--- config.mk ---
export PLATFORM = sky130hd
export DESIGN_NAME = hpirm_top
export DESIGN_NICKNAME = d
export VERILOG_FILES = /design/src/include/hpirm_pkg.sv /design/src/logic/hpirm_swap.sv /design/src/logic/hpirm_top.sv
export VERILOG_INCLUDE_DIRS = /design/src /design/src/include
export SDC_FILE = /design/constraint.sdc
export NUM_CORES = 1
export LEC_CHECK = 0
export BUFFER_PORTS_ARGS = -buffer_cell sky130_fd_sc_hd__buf_2
export CORE_ASPECT_RATIO = 1.2
export CORE_MARGIN = 2
export CORE_UTILIZATION = 56
export DETAILED_ROUTE_END_ITERATION = 7
export PLACE_DENSITY = 0.81
export SYNTH_ARGS = -nofsm -noshare
export SYNTH_HDL_FRONTEND = slang
export SYNTH_HIERARCHICAL = 1
export SYNTH_SLANG_ARGS = --single-unit
export TNS_END_PERCENT = 50
--- constraint.sdc ---
create_clock -name clock -period 2.2 [get_ports clock]
set_input_delay 0.33 -clock clock [delete_from_list [all_inputs] [get_ports clock]]
set_output_delay 0.33 -clock clock [all_outputs]
set_load 0.02 [all_outputs]
--- src/include/hpirm_cfg.svh ---
// Offsets, bit positions and reset values for the host port routing and mailbox block.
// Assumes 16-bit word registers addressed by their printed byte address.
`ifndef HPIRM_CFG_SVH
`define HPIRM_CFG_SVH

`define HPIRM_ADDR_ROUTE   16'h0142
`define HPIRM_ADDR_MSG1    16'h0144
`define HPIRM_ADDR_MSG2    16'h0148
`define HPIRM_ADDR_MBX     16'hC0C6

`define HPIRM_ROUTE_RST    16'h1400
`define HPIRM_MBX_RST      16'h0000

// Routing register bit positions
`define HPIRM_RT_SOF2_HOST 13
`define HPIRM_RT_SOF2_CPU  12
`define HPIRM_RT_SOF1_HOST 11
`define HPIRM_RT_SOF1_CPU  10
`define HPIRM_RT_RST2_HOST 9
`define HPIRM_RT_SWAP_HI   8
`define HPIRM_RT_RES2_HOST 7
`define HPIRM_RT_RES1_HOST 6
`define HPIRM_RT_DON2_HOST 3
`define HPIRM_RT_DON1_HOST 2
`define HPIRM_RT_RST1_HOST 1
`define HPIRM_RT_SWAP_LO   0

// Status port bit positions
`define HPIRM_ST_SUPPLY    15
`define HPIRM_ST_IDENT     14
`define HPIRM_ST_SOF2      12
`define HPIRM_ST_SOF1      10
`define HPIRM_ST_RST2      9
`define HPIRM_ST_MBX_IN    8
`define HPIRM_ST_RES2      7
`define HPIRM_ST_RES1      6
`define HPIRM_ST_MSG2      5
`define HPIRM_ST_MSG1      4
`define HPIRM_ST_DON2      3
`define HPIRM_ST_DON1      2
`define HPIRM_ST_RST1      1
`define HPIRM_ST_MBX_OUT   0

`endif

--- src/include/hpirm_pkg.sv ---
// Types shared by the host port routing and mailbox block.
// Assumes the constants header supplies all numeric values.
package hpirm_pkg;

  typedef struct packed {
    logic        rd;
    logic        wr;
    logic [15:0] addr;
    logic [15:0] wdata;
  } hpirm_cpu_req_t;

  typedef struct packed {
    logic        rd;
    logic        wr;
    logic        status_rd;
    logic [15:0] addr;
    logic [15:0] wdata;
  } hpirm_host_req_t;

  // Pending levels from the serial engines
  typedef struct packed {
    logic sof2;
    logic sof1;
    logic reset2;
    logic reset1;
    logic resume2;
    logic resume1;
    logic done2;
    logic done1;
  } hpirm_eng_evt_t;

  typedef struct packed {
    hpirm_eng_evt_t eng;
    logic           mbx_rx;
    logic           mbx_tx;
  } hpirm_cpu_irq_t;

  typedef struct packed {
    logic [15:0]    route;
    logic [15:0]    msg1_data;
    logic [15:0]    msg2_data;
    logic [15:0]    mbx_in;
    logic [15:0]    mbx_out;
    logic           in_flag;
    logic           out_flag;
    logic           msg1_flag;
    logic           msg2_flag;
    logic [15:0]    cpu_rdata;
    logic [15:0]    host_rdata;
    logic           host_irq;
    hpirm_cpu_irq_t cpu_irq;
  } hpirm_state_t;

endpackage : hpirm_pkg

--- src/logic/hpirm_swap.sv ---
// Byte lane swap between the internal word and the host port data lines.
// Assumes the two swap control bits are kept equal by software.
`timescale 1ns/1ns
module hpirm_swap
(
  input  wire logic [15:0] word_in,
  input  wire logic        swap_en,
  output logic      [15:0] word_out
);

  always_comb
  begin
    if (swap_en)
    begin
      word_out = {word_in[7:0], word_in[15:8]};
    end
    else
    begin
      word_out = word_in;
    end
  end

endmodule : hpirm_swap

--- src/logic/hpirm_top.sv ---
// Interrupt routing, byte swap, message flags and mailbox between the
// on-chip CPU and the external host port.
// Assumes both request ports and all engine levels are synchronous to clock.
`timescale 1ns/1ns
`include "hpirm_cfg.svh"

// Notes on behaviour
// - Route bit 11 sends frame irq 1 to host
// - Route bit 10 sends frame irq 1 to CPU
// - Route bit 9 moves reset 2 to host
// - Route bit 1 moves reset 1 to host
// - Route bits 7,6 move resume 2,1 to host
// - Route bit 3 moves done 2 to host
// - Route bit 2 moves done 1 to host
// - Swap 00 straight lanes, 11 exchanged lanes
// - CPU message write sets flag and host irq
// - Host read of message clears its flag
// - Host mailbox write raises CPU receive irq
// - CPU mailbox read clears receive irq
// - Host mailbox read raises CPU transmit irq
// - CPU mailbox write clears transmit irq
// - CPU mailbox write asserts host irq pin
// - Status reads never touch the CPU side
// - Status 15 supply valid, 14 identity pin
// - Status bits 12,10,9,7,6,3,2,1 show pending irqs
// - Status 8 incoming mail, CPU read clears
// - Status 0 outgoing mail, host read clears
// - Status 5,4 show message writes pending
// - CPU reads routing, host reads and writes
module hpirm_top
(
  input  wire logic                        clock,
  input  wire logic                        nrst,
  input  wire hpirm_pkg::hpirm_cpu_req_t   cpu_req,
  output logic      [15:0]                 cpu_rdata,
  input  wire hpirm_pkg::hpirm_host_req_t  host_req,
  output logic      [15:0]                 host_rdata,
  output logic                             host_port_irq,
  input  wire hpirm_pkg::hpirm_eng_evt_t   eng_evt,
  input  wire logic                        mbx_rx_irq_en,
  input  wire logic                        mbx_tx_irq_en,
  input  wire logic                        supply_valid_status,
  input  wire logic                        otg_identity_status,
  output hpirm_pkg::hpirm_cpu_irq_t        cpu_irq
);

  localparam int ST_W = $bits(hpirm_pkg::hpirm_state_t);

  // Routing register sits in the top bits of the state word
  localparam hpirm_pkg::hpirm_state_t ST_RST =
    hpirm_pkg::hpirm_state_t'({`HPIRM_ROUTE_RST, {(ST_W - 16){1'b0}}});

  hpirm_pkg::hpirm_state_t st_q;
  hpirm_pkg::hpirm_state_t st_d;

  logic        swap_en;
  logic [15:0] host_wdata_sw;
  logic [15:0] host_raw;
  logic [15:0] host_raw_sw;
  logic [15:0] status_word;

  logic cpu_wr_msg1;
  logic cpu_wr_msg2;
  logic cpu_wr_mbx;
  logic cpu_rd_mbx;
  logic host_wr_mbx;
  logic host_rd_mbx;
  logic host_rd_msg1;
  logic host_rd_msg2;
  logic host_wr_route;

  // Engine levels that the routing hands to the host port
  function automatic hpirm_pkg::hpirm_eng_evt_t to_host
  (
    input logic [15:0]               rt,
    input hpirm_pkg::hpirm_eng_evt_t ev
  );
    hpirm_pkg::hpirm_eng_evt_t r;
    r         = '0;
    r.sof2    = ev.sof2    & rt[`HPIRM_RT_SOF2_HOST];
    r.sof1    = ev.sof1    & rt[`HPIRM_RT_SOF1_HOST];
    r.reset2  = ev.reset2  & rt[`HPIRM_RT_RST2_HOST];
    r.reset1  = ev.reset1  & rt[`HPIRM_RT_RST1_HOST];
    r.resume2 = ev.resume2 & rt[`HPIRM_RT_RES2_HOST];
    r.resume1 = ev.resume1 & rt[`HPIRM_RT_RES1_HOST];
    r.done2   = ev.done2   & rt[`HPIRM_RT_DON2_HOST];
    r.done1   = ev.done1   & rt[`HPIRM_RT_DON1_HOST];
    return r;
  endfunction : to_host

  // Frame irqs have their own CPU enable and may go both ways at once;
  // the others stay with the CPU unless taken by the host port.
  function automatic hpirm_pkg::hpirm_eng_evt_t to_cpu
  (
    input logic [15:0]               rt,
    input hpirm_pkg::hpirm_eng_evt_t ev
  );
    hpirm_pkg::hpirm_eng_evt_t r;
    r         = '0;
    r.sof2    = ev.sof2    & rt[`HPIRM_RT_SOF2_CPU];
    r.sof1    = ev.sof1    & rt[`HPIRM_RT_SOF1_CPU];
    r.reset2  = ev.reset2  & ~rt[`HPIRM_RT_RST2_HOST];
    r.reset1  = ev.reset1  & ~rt[`HPIRM_RT_RST1_HOST];
    r.resume2 = ev.resume2 & ~rt[`HPIRM_RT_RES2_HOST];
    r.resume1 = ev.resume1 & ~rt[`HPIRM_RT_RES1_HOST];
    r.done2   = ev.done2   & ~rt[`HPIRM_RT_DON2_HOST];
    r.done1   = ev.done1   & ~rt[`HPIRM_RT_DON1_HOST];
    return r;
  endfunction : to_cpu

  // Host side read of an addressed register, before the lane swap
  function automatic logic [15:0] host_read
  (
    input logic [15:0]             a,
    input hpirm_pkg::hpirm_state_t s
  );
    logic [15:0] r;
    r = 16'h0000;
    case (a)
      `HPIRM_ADDR_ROUTE: r = s.route;
      `HPIRM_ADDR_MSG1:  r = s.msg1_data;
      `HPIRM_ADDR_MSG2:  r = s.msg2_data;
      `HPIRM_ADDR_MBX:   r = s.mbx_out;
      default:           r = 16'h0000;
    endcase
    return r;
  endfunction : host_read

  assign cpu_wr_msg1   = cpu_req.wr && cpu_req.addr == `HPIRM_ADDR_MSG1;
  assign cpu_wr_msg2   = cpu_req.wr && cpu_req.addr == `HPIRM_ADDR_MSG2;
  assign cpu_wr_mbx    = cpu_req.wr && cpu_req.addr == `HPIRM_ADDR_MBX;
  assign cpu_rd_mbx    = cpu_req.rd && cpu_req.addr == `HPIRM_ADDR_MBX;
  assign host_wr_mbx   = host_req.wr && host_req.addr == `HPIRM_ADDR_MBX;
  assign host_rd_mbx   = host_req.rd && host_req.addr == `HPIRM_ADDR_MBX;
  assign host_rd_msg1  = host_req.rd && host_req.addr == `HPIRM_ADDR_MSG1;
  assign host_rd_msg2  = host_req.rd && host_req.addr == `HPIRM_ADDR_MSG2;
  assign host_wr_route = host_req.wr && host_req.addr == `HPIRM_ADDR_ROUTE;

  // Mixed swap settings are illegal; the upper bit alone decides
  assign swap_en = st_q.route[`HPIRM_RT_SWAP_HI];

  // Status word is built from live levels so polling sees no lag
  always_comb
  begin
    status_word                     = 16'h0000;
    status_word[`HPIRM_ST_SUPPLY]   = supply_valid_status;
    status_word[`HPIRM_ST_IDENT]    = otg_identity_status;
    status_word[`HPIRM_ST_SOF2]     = eng_evt.sof2;
    status_word[`HPIRM_ST_SOF1]     = eng_evt.sof1;
    status_word[`HPIRM_ST_RST2]     = eng_evt.reset2;
    status_word[`HPIRM_ST_MBX_IN]   = st_q.in_flag;
    status_word[`HPIRM_ST_RES2]     = eng_evt.resume2;
    status_word[`HPIRM_ST_RES1]     = eng_evt.resume1;
    status_word[`HPIRM_ST_MSG2]     = st_q.msg2_flag;
    status_word[`HPIRM_ST_MSG1]     = st_q.msg1_flag;
    status_word[`HPIRM_ST_DON2]     = eng_evt.done2;
    status_word[`HPIRM_ST_DON1]     = eng_evt.done1;
    status_word[`HPIRM_ST_RST1]     = eng_evt.reset1;
    status_word[`HPIRM_ST_MBX_OUT]  = st_q.out_flag;
  end

  assign host_raw = host_req.status_rd ? status_word : host_read(host_req.addr, st_q);

  hpirm_swap u_swap_rd
  (
    .word_in  (host_raw),
    .swap_en  (swap_en),
    .word_out (host_raw_sw)
  );

  hpirm_swap u_swap_wr
  (
    .word_in  (host_req.wdata),
    .swap_en  (swap_en),
    .word_out (host_wdata_sw)
  );

  always_comb
  begin
    st_d = st_q;

    // Routing is writable from the host side only
    if (host_wr_route)
    begin
      st_d.route = host_wdata_sw;
    end

    // Message triggers: any value counts; a set in the same cycle
    // as the clearing read wins so no message is lost.
    if (host_rd_msg1)
    begin
      st_d.msg1_flag = 1'h0;
    end
    if (host_rd_msg2)
    begin
      st_d.msg2_flag = 1'h0;
    end
    if (cpu_wr_msg1)
    begin
      st_d.msg1_data = cpu_req.wdata;
      st_d.msg1_flag = 1'h1;
    end
    if (cpu_wr_msg2)
    begin
      st_d.msg2_data = cpu_req.wdata;
      st_d.msg2_flag = 1'h1;
    end

    // Incoming direction: host writes, CPU reads
    if (cpu_rd_mbx)
    begin
      st_d.in_flag        = 1'h0;
      st_d.cpu_irq.mbx_rx = 1'h0;
    end
    if (host_wr_mbx)
    begin
      st_d.mbx_in         = host_wdata_sw;
      st_d.in_flag        = 1'h1;
      // A disabled enable never wipes a receive irq that is already pending
      st_d.cpu_irq.mbx_rx = st_d.cpu_irq.mbx_rx | mbx_rx_irq_en;
    end

    // Outgoing direction: CPU writes, host reads
    if (cpu_wr_mbx)
    begin
      st_d.cpu_irq.mbx_tx = 1'h0;
    end
    if (host_rd_mbx)
    begin
      st_d.out_flag       = 1'h0;
      st_d.cpu_irq.mbx_tx = st_d.cpu_irq.mbx_tx | mbx_tx_irq_en;
    end
    if (cpu_wr_mbx)
    begin
      st_d.mbx_out  = cpu_req.wdata;
      st_d.out_flag = 1'h1;
    end

    // CPU read data; message triggers are write-only and read as zero
    if (cpu_req.rd)
    begin
      case (cpu_req.addr)
        `HPIRM_ADDR_ROUTE: st_d.cpu_rdata = st_q.route;
        `HPIRM_ADDR_MBX:   st_d.cpu_rdata = st_q.mbx_in;
        default:           st_d.cpu_rdata = 16'h0000;
      endcase
    end

    // Status reads only load the host read latch and leave CPU state alone
    if (host_req.rd || host_req.status_rd)
    begin
      st_d.host_rdata = host_raw_sw;
    end

    st_d.cpu_irq.eng = to_cpu(st_q.route, eng_evt);

    st_d.host_irq = (|to_host(st_q.route, eng_evt))
                  | st_d.msg1_flag | st_d.msg2_flag
                  | st_d.out_flag;
  end

  always_ff @(posedge clock or negedge nrst)
  begin
    if (!nrst)
    begin
      st_q <= ST_RST;
    end
    else
    begin
      st_q <= st_d;
    end
  end

  assign cpu_rdata     = st_q.cpu_rdata;
  assign host_rdata    = st_q.host_rdata;
  assign host_port_irq = st_q.host_irq;
  assign cpu_irq       = st_q.cpu_irq;
endmodule : hpirm_top

Word level (Yosys, flattened, before mapping)
Cells that the tools add are included.
{"block": "word_totals", "regBits": 127, "in_bits": 83, "output_inout_bits": 43, "elab_cells": 86}
{"block": "classes", "eq_ne": 8, "muxes": 17, "bitwise": 27, "n_reduce_logical": 12}
{"op": "$eq A16 B9 Y1 const B", "count": 6}
{"op": "$pmux W16 S4", "count": 1}
{"op": "$mux W16", "count": 3}
{"op": "$eq A16 B16 Y1 const B", "count": 2}
{"op": "$pmux W16 S2", "count": 1}
{"op": "$and A1 B1 Y1", "count": 16}
{"op": "$mux W1", "count": 12}
{"op": "$logic_and A1 B1 Y1", "count": 9}
{"op": "$reduce_or A8 Y1", "count": 1}
{"op": "$not A1 Y1", "count": 6}
{"op": "$or A1 B1 Y1", "count": 5}
{"op": "$reduce_bool A2 Y1", "count": 1}
{"op": "$logic_or A1 B1 Y1", "count": 1}

Depth between registers and ports, before layout
{"block": "logic_depth", "depth_word": 7, "depth_mapped": 10, "depth_no_buf": 7}

By module
The synthesis kept the hierarchy.
{"mod": "hpirm_top", "n_inst": 1, "cells_per_inst": 468, "area_each_um2": 6118.4, "seq_area_each_um2": 3180.6}
{"mod": "hpirm_swap", "n_inst": 2, "cells_per_inst": 18, "area_each_um2": 249.0, "seq_area_each_um2": 0.0}

Worst setup path after synthesis
OpenSTA, ideal clock, no wires.
{"block": "synth_path", "path_kind": "input -> register", "startpoint": "in host_req[22] (netlist bit)", "endpoint": "reg st_q, in the netlist host_rdata[12]", "setup_time_ns": 0.125, "t_arrival_ns": 2.320, "required_ns": 2.075, "path_slack_ns": -0.245, "stages": 10, "path_buffers": 3, "path_cell_list": "nor4b_1 -> and4_1 -> buf_2 -> and3b_1 -> buf_2 -> clkbuf_1 -> a221o_1 -> a22o_1 -> mux2_4 -> mux2_2"}
{"block": "synth_via", "elab_chain_cells": 4, "elab_cells_between_ends": 7, "classes_between": "eq/ne (4); mux (3)"}
{"element": "from (decl)", "line": "hpirm_top.sv:36", "rtl": "input wire hpirm_pkg::hpirm_host_req_t host_req,"}
{"element": "$eq A16 B16 Y1 or $eq A16 B9 Y1 (tied branches)", "line": "hpirm_top.sv:119", "rtl": "case (a)"}
{"element": "$pmux W16 S4 (*)", "line": "hpirm_top.sv:119"}
{"element": "$mux W16 (*)", "line": "hpirm_top.sv:162", "rtl": "assign host_raw = host_req.status_rd ? status_word : host_read(host_req.addr, st_q);"}
{"element": "net host_raw[12]", "line": "hpirm_top.sv:58", "rtl": "logic [15:0] host_raw;"}
{"element": "$mux W16 (*)", "line": "hpirm_swap.sv:13", "rtl": "if (swap_en)"}
{"element": "net host_raw_sw[12]", "line": "hpirm_top.sv:59", "rtl": "logic [15:0] host_raw_sw;"}
{"element": "to (signal assigned)", "line": "hpirm_top.sv:270", "rtl": "st_q <= st_d;"}
{"element": "to (decl)", "line": "hpirm_top.sv:53", "rtl": "hpirm_pkg::hpirm_state_t st_q;"}
Mark *: on every way through the listed nets, which the timed path passes. The rest lies on a longest branch.
A chain may end at the register's enable or synchronous reset.

Worst setup path in the final report
{"block": "layout_path", "startpoint": "in host_req[24] (netlist bit)", "endpoint": "reg st_q, in the netlist host_rdata[3]"}
Same word-level chain as after synthesis.

==> results by group <==
Layout
  – Final-layout fill cell count: 817
  – Fin cells: 774
  – Fraction of final layout cells sized beyond drive strength 1: 52.4%
  – Most used cells in the layout excluding fill and tap cells: sky130_fd_sc_hd__dfrtp_1 (125), sky130_fd_sc_hd__buf_2 (124), sky130_fd_sc_hd__mux2_2 (98)
  – Area added between synthesis and finish: 18.4%
  – Number of nets in the finished design: 688
  – Multi-input logic area: 2880 um2
  – Final design utilization: 67.7%
  – Post-route cell area: 7840 um2
  – Number of antenna diodes: 0
  – Total area of sequential cells: 3180 um2
  – Most common cell after layout, fill and taps aside: sky130_fd_sc_hd__dfrtp_1

Worst setup path
  – Endpoint kind of the worst setup timing path: flip-flop
  – Critical setup path kind: input pin to flip-flop
  – Cell type with the highest occurrence count on the critical path: sky130_fd_sc_hd__mux2_2
  – Worst stage delay on the critical path: 0.35 ns
  – Slowest CP cell: sky130_fd_sc_hd__a221o_1
  – R2r setup slk: 0.32 ns
  – CP Launch Type: input pin
  – Critical path peak fanout: 17
  – Crit-path cells: buf_2 -> nor4b_1 -> and4_1 -> and3b_1 -> buf_12 -> a221o_1 -> a22o_1 -> mux2_2 -> mux2_2
  – Critical path arrival: 2.28 ns
  – Required arrival time at the worst endpoint: 2.49 ns

Yosys
  – Cell area after synthesis: 6620 um2
  – Post-Synthesis Cells: 504
  – Syn. warnings: 6
  – Synth Net Count: 587
  – Seq/Total Area, Yosys: 48.1%
  – Mapped Avg Cell Area: 13.1 um2
  – Distinct cell type count of the synthesized netlist: 45
  – Flip-flop and latch count after synthesis: 127

Global routing
  – Pin count of the biggest net entering global routing: 41
  – Wire length of the first global-routing pass: 25800 um
  – Number of antenna violations at the first check in global routing: 0
  – Vias in the first global route: 4821
  – Met3 Use GR: 6.33%
  – Global Route met2 Usage: 44.9%
  – Met1 layer usage reported by global route: 35.0%
  – Most Used Layer, Global Route: met2
  – Overall routing resource usage: 27.6%
  – GRT Residual Overflow: 0

Timing
  – Unrepaired setup endpoints after global routing: false
  – Post-route clock period utilization: 90.6%
  – Min Clock Period, post-route: 1.99 ns
  – Transition time at the pin with the least slew margin: 0.537 ns
  – Worst clock skew on the final layout: 0.0179 ns
  – Endpoints failing hold: 0
  – Setup TNS Final: 0 ns
  – Maximum clock rate: 502 MHz
  – Setup ws final: 0.207 ns
  – Max-slew violations: 0
  – Total setup violations reported at the end of the flow: 0
  – Worst-case hold slack: 0.145 ns
  – Remaining max-slew budget at the tightest pin: 64.2%

Placement
  – Dpl cell area: 7290 um2
  – Post-DP HPWL: 11700 um
  – Buffers on Ports: 125
  – Post-Place Cells: 742
  – Pre-CTS worst setup slack: -0.178 ns
  – RD Place Congestion: 0.841

Clock tree
  – CTS tree: yes
  – CTS Buf Count: 17
  – Total number of clock tree sinks: 127
  – H-tree Lvls: 4
  – Clock-pin slew reported for the worst setup and hold paths after clock tree synthesis: 0.05 ns
  – Maximum buffer depth of the clock tree: 2
  – Clk Tree Root Cell: sky130_fd_sc_hd__clkbuf_16
  – Clock network latency to the later pin of the worst-skew pair: 0.42 ns

Die
  – Initial Utilization: 57.2%
  – Die X: 103 um
  – Row count: 43
  – Io pins: 126
  – Die area: 12700 um2
  – Y dimension of the die: 123 um
  – Placeable core area: 11600 um2

Pwr
  – Largest voltage drop on the vdd net: 0.000376 V
  – PD cells: 686 nW/um2
  – Static Leakage: 4.00 nW
  – Total Power Consumption: 5.38 mW

Routing
  – Vias after detailed routing: 4684
  – Antenna violation net count after detailed routing: 0
  – Routed via count divided by cell count: 6.05
  – Remaining DRCs: 0
  – Detailed-routing iteration count for the pre-antenna-repair pass: 5
  – Iteration-0 DRC Markers: 450
  – Routed wire length: 16700 um
  – Detail-routed net length per standard cell: 21.6 um

Min path
  – Path type of the worst min-delay path: input pin to flip-flop

Run
  – Max capacitance violation total: 0

Run status
  – Status: complete, no violations
## sequential cells by signal (all words and copies together) (netlist names)
register,cells
cpu_rdata,16
host_port_irq,1
host_rdata,16
st_q,84
cpu_irq,10
## synthesized netlist by cell type (all sizes together)
master / instances / area, um2
nor2: 21 / 78.8
mux2: 128 / 1550
nor4b: 3 / 26.3
dfstp: 2 / 52.6
xnor2: 1 / 8.76
nand4b: 3 / 41.3
inv: 1 / 3.75
buf: 63 / 498
and3b: 2 / 17.5
a21bo: 1 / 10.0
clkbuf: 14 / 53.8
or4: 1 / 7.51
a22o: 34 / 298
and4b: 15 / 150
a22oi: 16 / 120
o21ai: 1 / 5.00
and4: 1 / 8.76
dfrtp: 125 / 3130
nor4: 3 / 40.0
nor3b: 1 / 18.8
nand3: 3 / 20.0
and3: 4 / 25.0
a21o: 2 / 15.0
a222oi: 2 / 20.0
nor2b: 9 / 56.3
nor3: 1 / 5.00
or4b: 4 / 47.6
nand2: 6 / 38.8
nand3b: 1 / 7.51
a221oi: 2 / 17.5
o2bb2ai: 1 / 8.76
a21oi: 17 / 85.1
a221o: 14 / 140
and2: 2 / 12.5
## worst max-delay path: cells and delay by family
family	cells	cell delay (ns)
simple gates	3	0.56
buf+inv	2	0.26
mux	2	0.54
compound gates	2	0.58
## logic make-up (layout without fill, tap and decap cells)
group	count (synthesis)	in the layout	share of synthesized area (%)
compound gates	90	90	10.9
buf+inv	78	191	8.40
xor+xnor	1	1	0.132
simple gates	80	80	9.10
mux	128	128	23.4
flops	127	127	48.1
## power by group
| part | total [mW] | internal (mW) | switching [mW] | leakage, nW |
|---|---|---|---|---|
| logic | 0.424 | 0.180 | 0.244 | 2.02 |
| registers | 2.40 | 2.38 | 0.0220 | 1.72 |
| clock network | 2.55 | 1.59 | 0.959 | 0.264 |
| total | 5.38 | 4.15 | 1.23 | 4.00 |
## layer usage
| layer | up-vias | share of wire [%] |
|---|---|---|
| met5 | - | 0 |
| met4 | 0 | 3.2 |
| met3 | 43 | 7.2 |
| met2 | 249 | 51 |
| met1 | 2341 | 39 |
| li1 | 2051 | - |
## worst paths after layout
| check | endpoint | cells after the start | start |
|---|---|---|---|
| max in group asynchronous | st_q[106]$_DFFE_PN0P_ | 3 | nrst |
| max | host_rdata[3]$_DFFE_PN0P_ | 9 | host_req[24] |
| max reg2reg | host_rdata[6]$_DFFE_PN0P_ | 5 | st_q[117]$_DFFE_PN0P_ |
| min reg2reg | st_q[46]$_DFFE_PN0P_ | 1 | st_q[46]$_DFFE_PN0P_ |
| min | cpu_irq[1]$_DFF_PN0_ | 2 | mbx_rx_irq_en |
| min in group asynchronous | cpu_irq[8]$_DFF_PN0_ | 2 | nrst |
## what timing repair did
action | in CTS | in global routing
buffers inserted | 0 | 0
hold buffers | 1 | 0
gates resized for setup | 0 | 0
endpoints found under the hold margin | 35 | 0
## cell type report
| cell class | count | area share, % |
|---|---|---|
| Clock buffer | 24 | 6.02 |
| Inverter | 1 | 0.0479 |
| Clock inverter | 7 | 0.798 |
| Timing Repair Buffer | 159 | 13.2 |
| Multi-Input combinational cell | 299 | 36.8 |
| Sequential cell | 127 | 40.6 |
| Tap cell | 157 | 2.51 |
Note: power is estimated with default switching activity, not from simulation.
